### config.mk
export PLATFORM = sky130hd
export DESIGN_NAME = pcp_core
export DESIGN_NICKNAME = d
export VERILOG_FILES = /design/src/pcp_deadtime.v /design/src/pcp_core.v
export VERILOG_INCLUDE_DIRS = /design/src
export SDC_FILE = /design/constraint.sdc
export NUM_CORES = 1
export LEC_CHECK = 0
export ABC_AREA = 0
export BUFFER_PORTS_ARGS = -buffer_cell sky130_fd_sc_hd__clkbuf_2
export CORE_ASPECT_RATIO = 0.75
export CORE_MARGIN = 2
export CORE_UTILIZATION = 28
export DETAILED_ROUTE_END_ITERATION = 16
export PLACE_DENSITY = 0.53
export REMOVE_ABC_BUFFERS = 1
export SKIP_LAST_GASP = 1
export SYNTH_ARGS = -nofsm -noshare
export SYNTH_HDL_FRONTEND = slang
export SYNTH_SLANG_ARGS = --single-unit
export TNS_END_PERCENT = 50
### constraint.sdc
create_clock -name aclk -period 5.6 [get_ports aclk]
set_input_delay 1.12 -clock aclk [delete_from_list [all_inputs] [get_ports aclk]]
set_output_delay 1.12 -clock aclk [all_outputs]
set_load 0.02 [all_outputs]
### src/pcp_regs.vh
`ifndef PCP_REGS_VH
`define PCP_REGS_VH

// Register byte offsets
`define PCP_OFF_TB_SETUP_A   8'h00
`define PCP_OFF_TB_SETUP_B   8'h04
`define PCP_OFF_PULSE_A      8'h08
`define PCP_OFF_PULSE_B      8'h0C
`define PCP_OFF_DEAD_TIME    8'h10
`define PCP_OFF_OVR_SELECT   8'h14
`define PCP_OFF_OVR_STATE    8'h18
`define PCP_OFF_TB_COUNT     8'h20
`define PCP_OFF_PERIOD       8'h24
`define PCP_OFF_EVT_COMPARE  8'h28
`define PCP_OFF_DUTY0        8'h2C
`define PCP_OFF_DUTY1        8'h30
`define PCP_OFF_DUTY2        8'h34
`define PCP_OFF_DUTY3        8'h38
`define PCP_OFF_INT_STATUS   8'h3C
`define PCP_OFF_INT_MASK     8'h40

// Field positions
`define PCP_TBA_POST_HI      7
`define PCP_TBA_POST_LO      4
`define PCP_TBA_PRE_HI       3
`define PCP_TBA_PRE_LO       2
`define PCP_TBA_MODE_HI      1
`define PCP_TBA_MODE_LO      0
`define PCP_TBB_RUN          7
`define PCP_TBB_DIR          6
`define PCP_PA_PINEN_HI      6
`define PCP_PA_PINEN_LO      4
`define PCP_PB_SEVPOST_HI    7
`define PCP_PB_SEVPOST_LO    4
`define PCP_PB_SEVDIR        3
`define PCP_PB_UDIS          1
`define PCP_PB_OSYNC         0
`define PCP_INT_TB           0
`define PCP_INT_SEV          1

// Time base modes
`define PCP_MODE_FREE        2'b00
`define PCP_MODE_SINGLE      2'b01
`define PCP_MODE_UPDN        2'b10
`define PCP_MODE_UPDN_DBL    2'b11

// Prescaler terminal counts in aclk cycles (4, 16, 64, 256)
`define PCP_PRE_LAST_1       8'h03
`define PCP_PRE_LAST_4       8'h0F
`define PCP_PRE_LAST_16      8'h3F
`define PCP_PRE_LAST_64      8'hFF

// Reset values
`define PCP_RST_PULSE_A      7'h70
`define PCP_RST_OVR_SELECT   8'hFF
`define PCP_RST_ZERO8        8'h00

// Bus responses
`define PCP_RESP_OKAY        2'b00
`define PCP_RESP_SLVERR      2'b10

`endif

### src/pcp_deadtime.v
`timescale 1ns/1ps
`include "pcp_regs.vh"

module pcp_deadtime (
	input  wire       aclk,
	input  wire       aresetn,
	input  wire       gen,
	input  wire       compl,
	input  wire [7:0] dead,
	output reg        out_odd,
	output reg        out_even
);

	reg       prev_q;
	reg [7:0] cnt_q;

	always @(posedge aclk) begin
		if (!aresetn) begin
			prev_q   <= 1'b0;
			cnt_q    <= `PCP_RST_ZERO8;
			out_odd  <= 1'b0;
			out_even <= 1'b0;
		end else if (!compl) begin
			// Independent pair: both pins follow the generator
			prev_q   <= gen;
			cnt_q    <= `PCP_RST_ZERO8;
			out_odd  <= gen;
			out_even <= gen;
		end else if (gen != prev_q) begin
			// Both pins off for the dead interval
			prev_q <= gen;
			if (dead == `PCP_RST_ZERO8) begin
				out_odd  <= gen;
				out_even <= ~gen;
			end else begin
				cnt_q    <= dead - 8'h01;
				out_odd  <= 1'b0;
				out_even <= 1'b0;
			end
		end else if (cnt_q != `PCP_RST_ZERO8) begin
			cnt_q <= cnt_q - 8'h01;
		end else begin
			// Even pin is the inverse of the odd pin
			out_odd  <= prev_q;
			out_even <= ~prev_q;
		end
	end

endmodule // pcp_deadtime

### src/pcp_core.v
// Local design decisions: the address map and the AXI4-Lite interface to the registers.
`timescale 1ns/1ps
`include "pcp_regs.vh"

// Operation
// - Four duty generators drive eight pins
// - Pair n uses pins 2n and 2n+1
// - Complementary pair: even pin inverts odd pin
// - Programmable dead time between pair switching
// - 12-bit time base with prescaler, postscaler
// - Value registers are double-buffered
// - Duty resolution up to 14 bits
// - Edge, center aligned and single pulse
// - Double-update interrupts for asymmetric center updates
// - Software override of individual pin states
// - Special event compare triggers other peripherals
// - Debug mode forces outputs inactive
// - Reduced build: three generators, six pins
// - Pair mode bit: set independent, clear complementary
// - Mode field selects free, single, up/down
// - Stopping keeps time base count value
module pcp_core #(
	parameter PAIRS = 4
) (
	input  wire        aclk,
	input  wire        aresetn,
	input  wire [7:0]  s_axi_awaddr,
	input  wire        s_axi_awvalid,
	output reg         s_axi_awready,
	input  wire [31:0] s_axi_wdata,
	input  wire [3:0]  s_axi_wstrb,
	input  wire        s_axi_wvalid,
	output reg         s_axi_wready,
	output reg  [1:0]  s_axi_bresp,
	output reg         s_axi_bvalid,
	input  wire        s_axi_bready,
	input  wire [7:0]  s_axi_araddr,
	input  wire        s_axi_arvalid,
	output reg         s_axi_arready,
	output reg  [31:0] s_axi_rdata,
	output reg  [1:0]  s_axi_rresp,
	output reg         s_axi_rvalid,
	input  wire        s_axi_rready,
	input  wire        debug_mode,
	output reg  [7:0]  pwm_out,
	output reg  [7:0]  pwm_oe,
	output reg         event_trigger,
	output reg         irq
);

	reg  [7:0]  tba_q;
	reg         run_q;
	reg  [6:0]  pca_q;
	reg  [7:0]  pcb_q;
	reg  [7:0]  dead_q;
	reg  [7:0]  ovs_q;
	reg  [7:0]  ovt_q;
	reg  [7:0]  ovs_act_q;
	reg  [7:0]  ovt_act_q;
	reg  [11:0] per_buf_q;
	reg  [11:0] per_act_q;
	reg  [11:0] sev_buf_q;
	reg  [11:0] sev_act_q;
	reg  [13:0] duty_buf_q [0:3];
	reg  [13:0] duty_act_q [0:3];
	reg  [11:0] tb_q;
	reg         dir_q;
	reg  [7:0]  pre_q;
	reg  [3:0]  post_q;
	reg  [3:0]  sevpost_q;
	reg  [1:0]  sts_q;
	reg  [1:0]  msk_q;
	reg         dbg_s1_q;
	reg         dbg_s2_q;
	reg  [7:0]  aw_addr_q;
	reg         aw_full_q;
	reg  [31:0] w_data_q;
	reg  [3:0]  w_strb_q;
	reg         w_full_q;
	reg  [7:0]  pin_en_d;
	reg  [7:0]  pre_last;
	wire [1:0]  mode      = tba_q[`PCP_TBA_MODE_HI:`PCP_TBA_MODE_LO];
	wire [1:0]  pre_sel   = tba_q[`PCP_TBA_PRE_HI:`PCP_TBA_PRE_LO];
	wire [3:0]  post_sel  = tba_q[`PCP_TBA_POST_HI:`PCP_TBA_POST_LO];
	wire [3:0]  sevp_sel  = pcb_q[`PCP_PB_SEVPOST_HI:`PCP_PB_SEVPOST_LO];
	wire [2:0]  pin_sel   = pca_q[`PCP_PA_PINEN_HI:`PCP_PA_PINEN_LO];
	wire [3:0]  pair_mode_sel = pca_q[3:0];
	wire        updn      = mode[1];
	wire        tick      = run_q & (pre_q == pre_last);
	wire        per_match = tick & (tb_q >= per_act_q) & ~(updn & dir_q);
	wire        zero_match = tick & updn & dir_q & (tb_q == 12'h000);
	wire        boundary  = (mode == `PCP_MODE_UPDN) ? zero_match :
		(mode == `PCP_MODE_UPDN_DBL) ? (per_match | zero_match) :
		per_match;
	wire        load_ok   = boundary & ~pcb_q[`PCP_PB_UDIS];
	wire        sev_hit   = tick & (tb_q == sev_act_q) &
		(dir_q == pcb_q[`PCP_PB_SEVDIR]);
	wire [1:0]  fine      = (pre_sel == 2'b00) ? pre_q[1:0] : 2'b00;
	wire [13:0] pos       = {tb_q, (dir_q ? ~fine : fine)};
	wire        do_write  = aw_full_q & w_full_q & ~s_axi_bvalid;
	wire [31:0] wmask     = {{8{w_strb_q[3]}}, {8{w_strb_q[2]}},
		{8{w_strb_q[1]}}, {8{w_strb_q[0]}}};
	wire [31:0] wr_old;
	wire [31:0] wr_new    = (wr_old & ~wmask) | (w_data_q & wmask);
	wire        wr_hit;
	wire [31:0] rd_val;
	wire        rd_hit;
	wire        tb_load   = do_write & (aw_addr_q == `PCP_OFF_TB_COUNT);
	wire [7:0]  pin_drive;
	wire [7:0]  pin_mix   = (ovs_act_q & pin_drive) | (~ovs_act_q & ovt_act_q);
	reg         tb_evt;
	reg         sev_evt;

	function [32:0] regmux;
		input [7:0] a;
		begin
			regmux = {1'b1, 32'h00000000};
			case (a)
			`PCP_OFF_TB_SETUP_A:  regmux[7:0] = tba_q;
			`PCP_OFF_TB_SETUP_B:  regmux[7:6] = {run_q, dir_q};
			`PCP_OFF_PULSE_A:     regmux[6:0] = pca_q;
			`PCP_OFF_PULSE_B:     regmux[7:0] = pcb_q;
			`PCP_OFF_DEAD_TIME:   regmux[7:0] = dead_q;
			`PCP_OFF_OVR_SELECT:  regmux[7:0] = ovs_q;
			`PCP_OFF_OVR_STATE:   regmux[7:0] = ovt_q;
			`PCP_OFF_TB_COUNT:    regmux[11:0] = tb_q;
			`PCP_OFF_PERIOD:      regmux[11:0] = per_buf_q;
			`PCP_OFF_EVT_COMPARE: regmux[11:0] = sev_buf_q;
			`PCP_OFF_DUTY0:       regmux[13:0] = duty_buf_q[0];
			`PCP_OFF_DUTY1:       regmux[13:0] = duty_buf_q[1];
			`PCP_OFF_DUTY2:       regmux[13:0] = duty_buf_q[2];
			`PCP_OFF_DUTY3:       regmux[13:0] = duty_buf_q[3];
			`PCP_OFF_INT_STATUS:  regmux[1:0] = sts_q;
			`PCP_OFF_INT_MASK:    regmux[1:0] = msk_q;
			default:              regmux[32] = 1'b0;
			endcase
		end
	endfunction

	assign {wr_hit, wr_old} = regmux(aw_addr_q);
	assign {rd_hit, rd_val} = regmux(s_axi_araddr);

	always @* begin
		case (pre_sel)
		2'b00:   pre_last = `PCP_PRE_LAST_1;
		2'b01:   pre_last = `PCP_PRE_LAST_4;
		2'b10:   pre_last = `PCP_PRE_LAST_16;
		default: pre_last = `PCP_PRE_LAST_64;
		endcase
		case (pin_sel)
		3'b001:  pin_en_d = 8'h02;
		3'b010:  pin_en_d = 8'h03;
		3'b011:  pin_en_d = 8'h0F;
		3'b100:  pin_en_d = 8'h3F;
		3'b101:  pin_en_d = 8'hFF;
		3'b110:  pin_en_d = 8'h0A;
		3'b111:  pin_en_d = 8'hAA;
		default: pin_en_d = 8'h00;
		endcase
		tb_evt  = boundary & (post_q == post_sel);
		sev_evt = sev_hit & (sevpost_q == sevp_sel);
	end

	// Bus slave and register file
	always @(posedge aclk) begin
		if (!aresetn) begin
			s_axi_awready <= 1'b0;
			s_axi_wready  <= 1'b0;
			s_axi_bvalid  <= 1'b0;
			s_axi_bresp   <= `PCP_RESP_OKAY;
			s_axi_arready <= 1'b0;
			s_axi_rvalid  <= 1'b0;
			s_axi_rresp   <= `PCP_RESP_OKAY;
			s_axi_rdata   <= 32'h00000000;
			aw_full_q <= 1'b0;
			w_full_q  <= 1'b0;
			aw_addr_q <= `PCP_RST_ZERO8;
			w_data_q  <= 32'h00000000;
			w_strb_q  <= 4'h0;
			tba_q  <= `PCP_RST_ZERO8;
			run_q  <= 1'b0;
			pca_q  <= `PCP_RST_PULSE_A;
			pcb_q  <= `PCP_RST_ZERO8;
			dead_q <= `PCP_RST_ZERO8;
			ovs_q  <= `PCP_RST_OVR_SELECT;
			ovt_q  <= `PCP_RST_ZERO8;
			per_buf_q <= 12'h000;
			sev_buf_q <= 12'h000;
			duty_buf_q[0] <= 14'h0000;
			duty_buf_q[1] <= 14'h0000;
			duty_buf_q[2] <= 14'h0000;
			duty_buf_q[3] <= 14'h0000;
			sts_q <= 2'b00;
			msk_q <= 2'b00;
		end else begin
			s_axi_awready <= ~aw_full_q & ~s_axi_bvalid &
				~(s_axi_awvalid & s_axi_awready);
			s_axi_wready  <= ~w_full_q & ~s_axi_bvalid &
				~(s_axi_wvalid & s_axi_wready);
			if (s_axi_awvalid & s_axi_awready) begin
				aw_full_q <= 1'b1;
				aw_addr_q <= s_axi_awaddr;
			end
			if (s_axi_wvalid & s_axi_wready) begin
				w_full_q <= 1'b1;
				w_data_q <= s_axi_wdata;
				w_strb_q <= s_axi_wstrb;
			end
			if (s_axi_bvalid & s_axi_bready)
				s_axi_bvalid <= 1'b0;
			if (mode == `PCP_MODE_SINGLE && per_match)
				run_q <= 1'b0;
			// Hardware set wins over a same-cycle clear
			sts_q <= sts_q & ~((do_write && w_strb_q[0] &&
				aw_addr_q == `PCP_OFF_INT_STATUS) ?
				w_data_q[1:0] : 2'b00);
			if (do_write) begin
				aw_full_q    <= 1'b0;
				w_full_q     <= 1'b0;
				s_axi_bvalid <= 1'b1;
				s_axi_bresp  <= wr_hit ? `PCP_RESP_OKAY :
					`PCP_RESP_SLVERR;
				case (aw_addr_q)
				`PCP_OFF_TB_SETUP_A:  tba_q <= wr_new[7:0];
				`PCP_OFF_TB_SETUP_B:  run_q <= wr_new[`PCP_TBB_RUN];
				`PCP_OFF_PULSE_A:     pca_q <= wr_new[6:0];
				`PCP_OFF_PULSE_B:     pcb_q <= wr_new[7:0] & 8'hFB;
				`PCP_OFF_DEAD_TIME:   dead_q <= wr_new[7:0];
				`PCP_OFF_OVR_SELECT:  ovs_q <= wr_new[7:0];
				`PCP_OFF_OVR_STATE:   ovt_q <= wr_new[7:0];
				`PCP_OFF_PERIOD:      per_buf_q <= wr_new[11:0];
				`PCP_OFF_EVT_COMPARE: sev_buf_q <= wr_new[11:0];
				`PCP_OFF_DUTY0:       duty_buf_q[0] <= wr_new[13:0];
				`PCP_OFF_DUTY1:       duty_buf_q[1] <= wr_new[13:0];
				`PCP_OFF_DUTY2:       duty_buf_q[2] <= wr_new[13:0];
				`PCP_OFF_DUTY3:       duty_buf_q[3] <= wr_new[13:0];
				`PCP_OFF_INT_MASK:    msk_q <= wr_new[1:0];
				default: ;
				endcase
			end
			if (tb_evt)
				sts_q[`PCP_INT_TB] <= 1'b1;
			if (sev_evt)
				sts_q[`PCP_INT_SEV] <= 1'b1;
			s_axi_arready <= ~s_axi_rvalid &
				~(s_axi_arvalid & s_axi_arready);
			if (s_axi_arvalid & s_axi_arready) begin
				s_axi_rvalid <= 1'b1;
				s_axi_rdata  <= rd_val;
				s_axi_rresp  <= rd_hit ? `PCP_RESP_OKAY :
					`PCP_RESP_SLVERR;
			end else if (s_axi_rvalid & s_axi_rready) begin
				s_axi_rvalid <= 1'b0;
			end
		end
	end

	// Time base, buffers and postscalers
	always @(posedge aclk) begin
		if (!aresetn) begin
			tb_q      <= 12'h000;
			dir_q     <= 1'b0;
			pre_q     <= `PCP_RST_ZERO8;
			post_q    <= 4'h0;
			sevpost_q <= 4'h0;
			per_act_q <= 12'h000;
			sev_act_q <= 12'h000;
			ovs_act_q <= `PCP_RST_OVR_SELECT;
			ovt_act_q <= `PCP_RST_ZERO8;
			duty_act_q[0] <= 14'h0000;
			duty_act_q[1] <= 14'h0000;
			duty_act_q[2] <= 14'h0000;
			duty_act_q[3] <= 14'h0000;
		end else begin
			pre_q <= (tick | ~run_q) ? `PCP_RST_ZERO8 : pre_q + 8'h01;
			if (tb_load) begin
				tb_q  <= wr_new[11:0];
				dir_q <= 1'b0;
			end else if (tick) begin
				if (!updn) begin
					tb_q <= per_match ? 12'h000 : tb_q + 12'h001;
				end else if (!dir_q) begin
					if (per_match) begin
						dir_q <= 1'b1;
						tb_q  <= (tb_q == 12'h000) ? tb_q :
							tb_q - 12'h001;
					end else begin
						tb_q <= tb_q + 12'h001;
					end
				end else if (zero_match) begin
					dir_q <= 1'b0;
					tb_q  <= (per_act_q == 12'h000) ? tb_q :
						tb_q + 12'h001;
				end else begin
					tb_q <= tb_q - 12'h001;
				end
			end
			// A stopped time base holds its count
			if (boundary)
				post_q <= tb_evt ? 4'h0 : post_q + 4'h1;
			if (sev_hit)
				sevpost_q <= sev_evt ? 4'h0 : sevpost_q + 4'h1;
			if (load_ok) begin
				per_act_q     <= per_buf_q;
				duty_act_q[0] <= duty_buf_q[0];
				duty_act_q[1] <= duty_buf_q[1];
				duty_act_q[2] <= duty_buf_q[2];
				duty_act_q[3] <= duty_buf_q[3];
			end
			if (boundary)
				sev_act_q <= sev_buf_q;
			if (!pcb_q[`PCP_PB_OSYNC] || boundary || !run_q) begin
				ovs_act_q <= ovs_q;
				ovt_act_q <= ovt_q;
			end
		end
	end

	genvar n;
	generate
		for (n = 0; n < 4; n = n + 1) begin : g_pair
			wire gen = run_q & (duty_act_q[n] > pos);
			if (n < PAIRS) begin : g_on
				pcp_deadtime u_dt (
					.aclk     (aclk),
					.aresetn  (aresetn),
					.gen      (gen),
					.compl    (~pair_mode_sel[n]),
					.dead     (dead_q),
					.out_odd  (pin_drive[2*n+1]),
					.out_even (pin_drive[2*n])
				);
			end else begin : g_off
				assign pin_drive[2*n+1] = 1'b0;
				assign pin_drive[2*n]   = 1'b0;
			end
		end
	endgenerate

	wire [7:0] pin_cfg = (PAIRS < 4) ? 8'h3F : 8'hFF;

	always @(posedge aclk) begin
		if (!aresetn) begin
			dbg_s1_q      <= 1'b0;
			dbg_s2_q      <= 1'b0;
			pwm_out       <= `PCP_RST_ZERO8;
			pwm_oe        <= `PCP_RST_ZERO8;
			event_trigger <= 1'b0;
			irq           <= 1'b0;
		end else begin
			dbg_s1_q <= debug_mode;
			dbg_s2_q <= dbg_s1_q;
			// Override mixes software state per pin
			pwm_out <= (dbg_s2_q ? `PCP_RST_ZERO8 : pin_mix) &
				pin_en_d & pin_cfg;
			pwm_oe  <= pin_en_d & pin_cfg;
			event_trigger <= sev_evt;
			irq <= |(sts_q & msk_q);
		end
	end

endmodule // pcp_core

==> summary.md, run 1 <==
| Metric | Value |
|---|---|
| Status | finished, final reports clean |
| Final Max Slew Viols | 0 |
| WL/cell | 23.87 microns |
| Pleak | 8.389 nW |
| Fill count | 7,112 |
| # port buffers | 78 |
| RSZ-0062 raised after global routing | no |
| Distinct cells, synth | 88 |
| Residual DRC | 0 |
| Async SR Flop Fraction | 0% |
| Dpl hpwl | 56,900 microns |
| Vias in the first global route | 16,448 |
| Part of the cycle the worst path needs | 77.39% |
| CTS tree | done |
| Clock Tree Root | clkbuf_16 |
| WL final | 77,090 microns |
| Register area share after synthesis | 43.22% |
| Die X | 309.4 microns |
| Drt pass-1 iters | 6 |
| Layout cells sized above 1 | 10.21% |
| Fin area | 0.02227 sq mm |
| Worst Setup EP | duty_act_q[1][10]$_SDFFCE_PN0P_ |
| Initial Util | 28.46% |
| IR drop worst, VDD | 0.0001796 V |
| Layout Utilization | 32.35% |
| DIE AREA | 0.07213 sq mm |
| Initial antenna violation count | 9 |
| Dpl cell area | 0.02092 sq mm |
| Pin count of the biggest net entering global routing | 81 |
| Fin crit period | 4.334 ns |
| Hold Slack | 0.4332 ns |
| Num rows | 83 |
| Yosys Warn Count | 0 |
| Die Y | 233.1 microns |
| CP endpoint kind | flop |
| Fin. Hold Viols | 0 |
| # IOs | 119 |
| Gpl congestion | 0.9423 |
| Num CTS Buffers | 41 |
| Global-route wire length before repair | 110,700 microns |
| Slew headroom | 11.11% |
| Commonest register cell after synthesis | dfxtp_1 |
| Mapped Area | 0.01959 sq mm |
| Commonest non-fill, non-tap cell in the layout | nand2_1 |
| Post-CTS Setup Bufs | 0 |
| Post-CTS Resized | 0 |
| FF+latch count, synth | 367 |
| Arr. time, crit path | 4.59 ns |
| # clock sinks | 367 |
| Required @ worst endpoint | 5.85 ns |
| Hold crit path type | reg2reg |
| Total GRT Usage | 20.91% |
| Post-route ant nets | 0 |
| Clock latency on the worst-skew pair | 0.57 ns |
| Avg Synthesized Cell Area | 8.762 sq um |
| Critical R2R Launch | tb_q[6]$_SDFFE_PN0P_ |
| Register-to-register setup slack | 1.27 ns |
| Worst-path maximum fanout | 49 |
| Area grow syn2layout | 13.69% |
| Mapped Cells | 2,236 |
| EDFF count, synth | 112 |
| Fin worst setup slack | 1.266 ns |
| H-tree levels | 2 |
| Max cap viols | 0 |
| Clock tree buffer depth | 3 |
| Worst-Margin Slew | 1.308 ns |
| Iteration-0 DRC Markers | 2,388 |
| Register-to-Register Path Depth | 9 |
| Crit. Startpoint | tb_q[6]$_SDFFE_PN0P_ |
| R2r endpoint | duty_act_q[1][10]$_SDFFCE_PN0P_ |
| Commonest cells after routing, fill and taps aside | 266 x nand2_1, 255 x dfxtp_1, 248 x nor2_1 |
| Cts hold-fix bufs | 0 |
| Final net count | 2,405 |
| Worst setup SP type | flop |
| Core area | 0.06885 sq mm |
| Routed vias/inst | 5.492 |
| Clock transition at path regs | 0.06 ns |
| Final setup vio count | 0 |
| Dpl ws | 1.341 ns |
| Pwr dens | 312.5 mW/mm^2 |
| Fmax | 230.7 MHz |
| Setup Skew | 0.02063 ns |
| Critical path class | reg2reg |
| Total global routing overflow | 0 |
| Setup total negative slack | 0 ns |
| Via count | 17,738 |
| Hold path startpoint | dbg_s1_q$_SDFF_PN0_ |
[worst max-delay path, stage by stage, from the launching register on]
cell	delay, ns
dfxtp_1	0.71
ha_1	0.21
nand2_1	0.06
a2111oi_0	0.40
a211oi_2	0.19
a21oi_1	0.17
o21ba_2	0.73
a21oi_1	0.23
inv_2	0.85
buf_4	0.41
[layer usage]
metal	part of all wire (%)	vias up	track usage [%]
met5	0.21	-	1.026
met4	3.4	12	7.418
met3	12	164	7.558
met2	38	931	27.80
met1	46	8504	30.32
li1	-	8127	-
[metrics by stage]
step | total power [mW] | std cells
3_3_place_gp | 4.171 | 3155
6_report | 6.960 | 3230
3_5_place_dp | 4.223 | 3155
5_1_grt | 7.251 | 3226
2_1_floorplan | 3.873 | 2092
4_1_cts | 6.984 | 3226
[Yosys cell counts (all sizes together) (9+ instances only)]
| cell | n | share of area, % |
|---|---|---|
| inv | 63 | 1.2 |
| nor2 | 254 | 5.0 |
| o22ai | 16 | 0.51 |
| a22o | 22 | 0.98 |
| o211ai | 23 | 0.88 |
| edfxtp | 112 | 17 |
| xnor2 | 23 | 1.0 |
| a31oi | 22 | 0.73 |
| o21ai | 89 | 2.3 |
| and3 | 16 | 0.51 |
| nand2b | 22 | 0.70 |
| a211oi | 13 | 0.55 |
| nor3 | 46 | 1.2 |
| dfxtp | 255 | 26 |
| buf | 64 | 1.8 |
| a221o | 9 | 0.46 |
| mux2i | 77 | 4.0 |
| a221oi | 35 | 1.6 |
| nor4 | 28 | 0.89 |
| nand3 | 86 | 2.2 |
| nand3b | 10 | 0.38 |
| and2 | 79 | 2.5 |
| nand4 | 30 | 0.96 |
| ha | 82 | 5.2 |
| a21o | 16 | 0.61 |
| mux2 | 10 | 0.57 |
| nand2 | 266 | 5.1 |
| clkbuf | 99 | 1.9 |
| or3 | 11 | 0.35 |
| a21oi | 158 | 4.1 |
| a22oi | 47 | 1.8 |
| xor2 | 32 | 1.4 |
[cell type report]
cell class,count,area (sq um),area share (%)
Sequential cell,367,8468,38.02
Clock buffer,56,1165,5.230
Timing Repair Buffer,128,765.7,3.438
Clock inverter,15,176.4,0.7920
Tap cell,935,1170,5.252
Multi-Input combinational cell,1661,10280,46.14
Inverter,64,242.7,1.090
Antenna cell,4,10.01,0.04494
[flip-flops by register name, summed over array words and instances (netlist names), 12 cells and up]
register,cells
w_data_q,14
per_act_q,12
s_axi_rdata,14
tb_q,12
per_buf_q,12
sev_act_q,12
g_pair.g_on.u_dt.cnt_q,32
sev_buf_q,12
duty_act_q,56
duty_buf_q,56
[where the power goes]
part	internal (mW)	total, mW	switching (mW)
combinational	0.459	1.11	0.652
sequential	2.90	3.08	0.184
clock	1.63	2.77	1.14
[logic make-up (layout without fill, tap and decap cells)]
family          Yosys count  after routing  share of synthesized area [%]
buf+inv                 227            263                          4.943
fa+ha+maj                83             83                          5.288
flops                   367            367                          43.22
other cells               1             24                        0.01914
compound gates          522            522                          17.81
mux                      88             88                          4.643
xor+xnor                 55             55                          2.459
simple gates            893            893                          21.62
[worst min-delay path by stage]
stage                          end  slack, ns  depth (start not counted)
6_report       dbg_s2_q$_SDFF_PN0_       0.43                          1
3_3_place_gp   dbg_s2_q$_SDFF_PN0_       0.42                          1
2_1_floorplan  dbg_s2_q$_SDFF_PN0_       0.41                          1
4_1_cts        dbg_s2_q$_SDFF_PN0_       0.44                          1
3_5_place_dp   dbg_s2_q$_SDFF_PN0_       0.42                          1
5_1_grt        dbg_s2_q$_SDFF_PN0_       0.46                          1
Note: power is estimated with default switching activity, not from simulation.
==> run 2, diff against run 1 <==
Settings changed: ABC_AREA 0 to 1, PLACE_DENSITY 0.53 to 0.54.
Clock period 5.6 ns to 3.6 ns, I/O delays scaled along.
==> run 2 against run 1 <==
Effect of this change:
- via count increased by 5.4%
- first-iteration DRC count fell by 6.5%
- final cell count grew 19%
- worst setup slack got worse by 0.84 ns
- critical path type unchanged
- sequential power grew 55%
==> summary.md, run 2 <==
| Metric | Value |
|---|---|
| Initial Util | 28.24% (-0.22 points) |
| Hold Slack | 0.3161 ns (-0.1170 ns) |
| Register-to-register setup slack | 0.43 ns (-0.84 ns) |
| Residual DRC | 0 (unchanged) |
| Cts hold-fix bufs | 0 (unchanged) |
| Total global routing overflow | 0 (unchanged) |
| RSZ-0062 raised after global routing | no |
| Drt pass-1 iters | 8 (+2) |
| Critical path class | reg2reg |
| # clock sinks | 367 (unchanged) |
| WL/cell | 19.37 microns (-19%) |
| Final net count | 2,997 (+25%) |
| Flop pwr share | 42.0% (-2.2 points) |
| Fin crit period | 3.174 ns (-1.160 ns) |
| Required @ worst endpoint | 4.07 ns (-1.78 ns) |
| Worst Setup EP | g_pair[0].g_on.u_dt.cnt_q[7]$_SDFFE_PP0P_ |
| Mapped Cells | 2,713 (+21%) |
| Hold crit path type | in2reg |
| Core area | 0.07168 sq mm (+4.1%) |
| Pwr dens | 481.8 mW/mm^2 (+54%) |
| FF+latch count, synth | 367 (unchanged) |
| Register area share after synthesis | 41.84% (-1.4 points) |
| Fmax | 315.0 MHz (+37%) |
| Initial antenna violation count | 3 (-6) |
| Gpl congestion | 0.9544 (+1.3%) |
| Delay-heaviest family, CP | simple AND/OR/NAND/NOR gates |
| Status | finished, final reports clean |
| Global-route wire length before repair | 109,300 microns (-1.3%) |
| Setup total negative slack | 0 ns (unchanged) |
| Worst-path maximum fanout | 9 (-82%) |
| Clock Tree Root | clkbuf_16 |
| Fill count | 7,758 (+9.1%) |
| Dpl hpwl | 57,360 microns (+0.81%) |
| Layout cells sized above 1 | 11.32% (+1.1 points) |
| Post-CTS Setup Bufs | 0 (unchanged) |
| Cell Int Power | 7.870 mW (+58%) |
| Register-to-Register Path Depth | 14 (+5) |
| Num rows | 85 (+2.4%) |
| Fin. Hold Viols | 0 (unchanged) |
| # placed instances | 3,767 (+19%) |
| Avg Synthesized Cell Area | 7.461 sq um (-15%) |
| WP buf/inv | 1 (-1) |
| IR drop worst, VDD | 0.0003055 V (+70%) |
| Commonest non-fill, non-tap cell in the layout | nand2_1 |
| Yosys Warn Count | 0 (unchanged) |
| Clock tree buffer depth | 3 (unchanged) |
| Via count | 18,693 (+5.4%) |
| Post-synth top area share | 25.22% (-0.83 points) |
| # IOs | 119 (unchanged) |
| Num CTS Buffers | 43 (+4.9%) |
| Die X | 314.5 microns (+1.6%) |
| Post-route ant nets | 0 (unchanged) |
| CP max-delay cell | xor2_1 |
| Worst setup SP type | flop |
| Arr. time, crit path | 3.64 ns (-0.95 ns) |
| WL final | 74,500 microns (-3.4%) |
| Clock latency on the worst-skew pair | 0.60 ns (+0.03 ns) |
| Most common cell in the netlist | nand2_1 |
| Routed vias/inst | 4.860 (-11%) |
| Fin cells | 3,846 (+19%) |
| Post-CTS Resized | 0 (unchanged) |
| Switching pwr | 3.491 mW (+77%) |
| Comb pwr share | 18.8% (+2.8 points) |
| Layout Utilization | 32.90% (+0.55 points) |
| Sw Share | 30.73% (+2.4 points) |
| Part of the cycle the worst path needs | 88.18% (+11 points) |
| Synth area leader | dfxtp_1 |
| Critical R2R Launch | tba_q[2]$_SDFFE_PN0P_ |
| Crit-path cells | nor2_2, nand2_1, xor2_1, ha_1, and3_1, a21oi_1, nand2_1, nand2_1, nand3_1, nand2_1, buf_4, nand2_1, nand2_1, nor2_1 |
| Worst path depth | 14 (+5) |
| Final setup vio count | 0 (unchanged) |
| H-tree levels | 2 (unchanged) |
| Max cap viols | 0 (unchanged) |
| CP peak stage delay | 0.46 ns (-0.39 ns) |
| Clock share of power | 39.2% (-0.6 points) |
| Area grow syn2layout | 16.51% |
| Distinct cells, synth | 49 (-44%) |
| Diode count | 0 (-4) |
| Clock transition at path regs | 0.06 ns (about the same) |
| Die Y | 236.8 microns (+1.6%) |
| Worst-Margin Slew | 0.9258 ns (-0.3818 ns) |
| Crit. Startpoint | tba_q[2]$_SDFFE_PN0P_ |
| Iteration-0 DRC Markers | 2,232 (-6.5%) |
| Most frequent cells after synthesis | 501 x nand2_1, 371 x inv_1, 351 x nor2_1 |
| Pleak | 10.60 nW (+26%) |
| Setup Skew | 0.02894 ns (+0.008318 ns) |
| Commonest cells after routing, fill and taps aside | 500 x nand2_1, 371 x inv_1, 351 x nor2_1 |
| Slew headroom | 38.11% (+27 points) |
| EDFF count, synth | 112 (unchanged) |
| DIE AREA | 0.07448 sq mm (+3.3%) |
| Largest registers | duty_act_q (56), duty_buf_q (56), g_pair.g_on.u_dt.cnt_q (32) |
| Commonest register cell after synthesis | dfxtp_1 |
| Total GRT Usage | 19.66% (-1.3 points) |
| Async SR Flop Fraction | 0% (unchanged) |
| Final Max Slew Viols | 0 (unchanged) |
| # port buffers | 78 (unchanged) |
| Main area contributors after synthesis | dfxtp_1 25%, edfxtp_1 17%, nand2_1 9.3% |
| Top cell by count, worst path | nand2_1 |
| Mapped Area | 0.02024 sq mm (+3.3%) |
| Pin count of the biggest net entering global routing | 92 (+14%) |
| CTS tree | done |
| Vias in the first global route | 16,972 (+3.2%) |
| R2r endpoint | g_pair[0].g_on.u_dt.cnt_q[7]$_SDFFE_PP0P_ |
| CP endpoint kind | flop |
## run 2: worst min-delay path, delay by kind of cell
family                 cells  cell delay [ns]
buffers and inverters      2             0.12
AND/OR/NAND/NOR            1             0.04
## run 2: worst min-delay path by stage
stage                        startpoint                        end  depth (start not counted)
floorplan           dbg_s1_q$_SDFF_PN0_        dbg_s2_q$_SDFF_PN0_                          2
detailed placement  dbg_s1_q$_SDFF_PN0_        dbg_s2_q$_SDFF_PN0_                          2
CTS                          debug_mode        dbg_s1_q$_SDFF_PN0_                          3
global route               s_axi_rready  s_axi_rvalid$_SDFFE_PN0P_                          2
finish                       debug_mode        dbg_s1_q$_SDFF_PN0_                          3
global placement    dbg_s1_q$_SDFF_PN0_        dbg_s2_q$_SDFF_PN0_                          2
## run 2: layout make-up
type | count | area, sq um | area share, %
clock buffers | 57 | 1241 | 5.263
clock inverters | 22 | 172.7 | 0.7322
multi-input cells | 1878 | 9831 | 41.69
repair buffers | 181 | 1229 | 5.210
inverters | 384 | 1443 | 6.118
well taps | 957 | 1197 | 5.078
flip-flops and latches | 367 | 8468 | 35.91
## run 2: stage by stage
stage | cell area (sq um) | setup slack [ns] | power [mW]
3_3_place_gp | 22170 | 0.5140 | 6.965
2_1_floorplan | 19740 | -0.1657 | 6.327
4_1_cts | 23580 | 0.4510 | 11.41
3_5_place_dp | 22170 | 0.4575 | 6.967
6_report | 23580 | 0.4256 | 11.36
5_1_grt | 23580 | 0.2275 | 11.92
## run 2: metal layers
metal / part of all wire (%) / routed length, microns / global-route usage (%)
met5: 0.035 / 26 / 0
met2: 38 / 28450 / 26.42
met4: 2.3 / 1728 / 5.296
met3: 11 / 8186 / 5.386
met1: 48 / 36110 / 30.10
## run 2: cell families after synthesis
group / Yosys count / share of synthesized area, %
compound gates: 474 / 12.74
xor+xnor: 68 / 2.942
fa+ha+maj: 82 / 5.069
buf+inv: 487 / 9.959
flops: 367 / 41.84
mux: 8 / 0.3956
other cells: 1 / 0.01853
simple gates: 1226 / 27.04
## run 2: power by group through the flow
stage	clock network, mW	logic, mW	registers (mW)
after floorplan	0	1.54	4.78
after global placement	0	2.11	4.85
after detailed placement	0	2.12	4.85
after CTS	4.52	2.13	4.76
after global routing	4.67	2.45	4.80
final	4.45	2.14	4.77
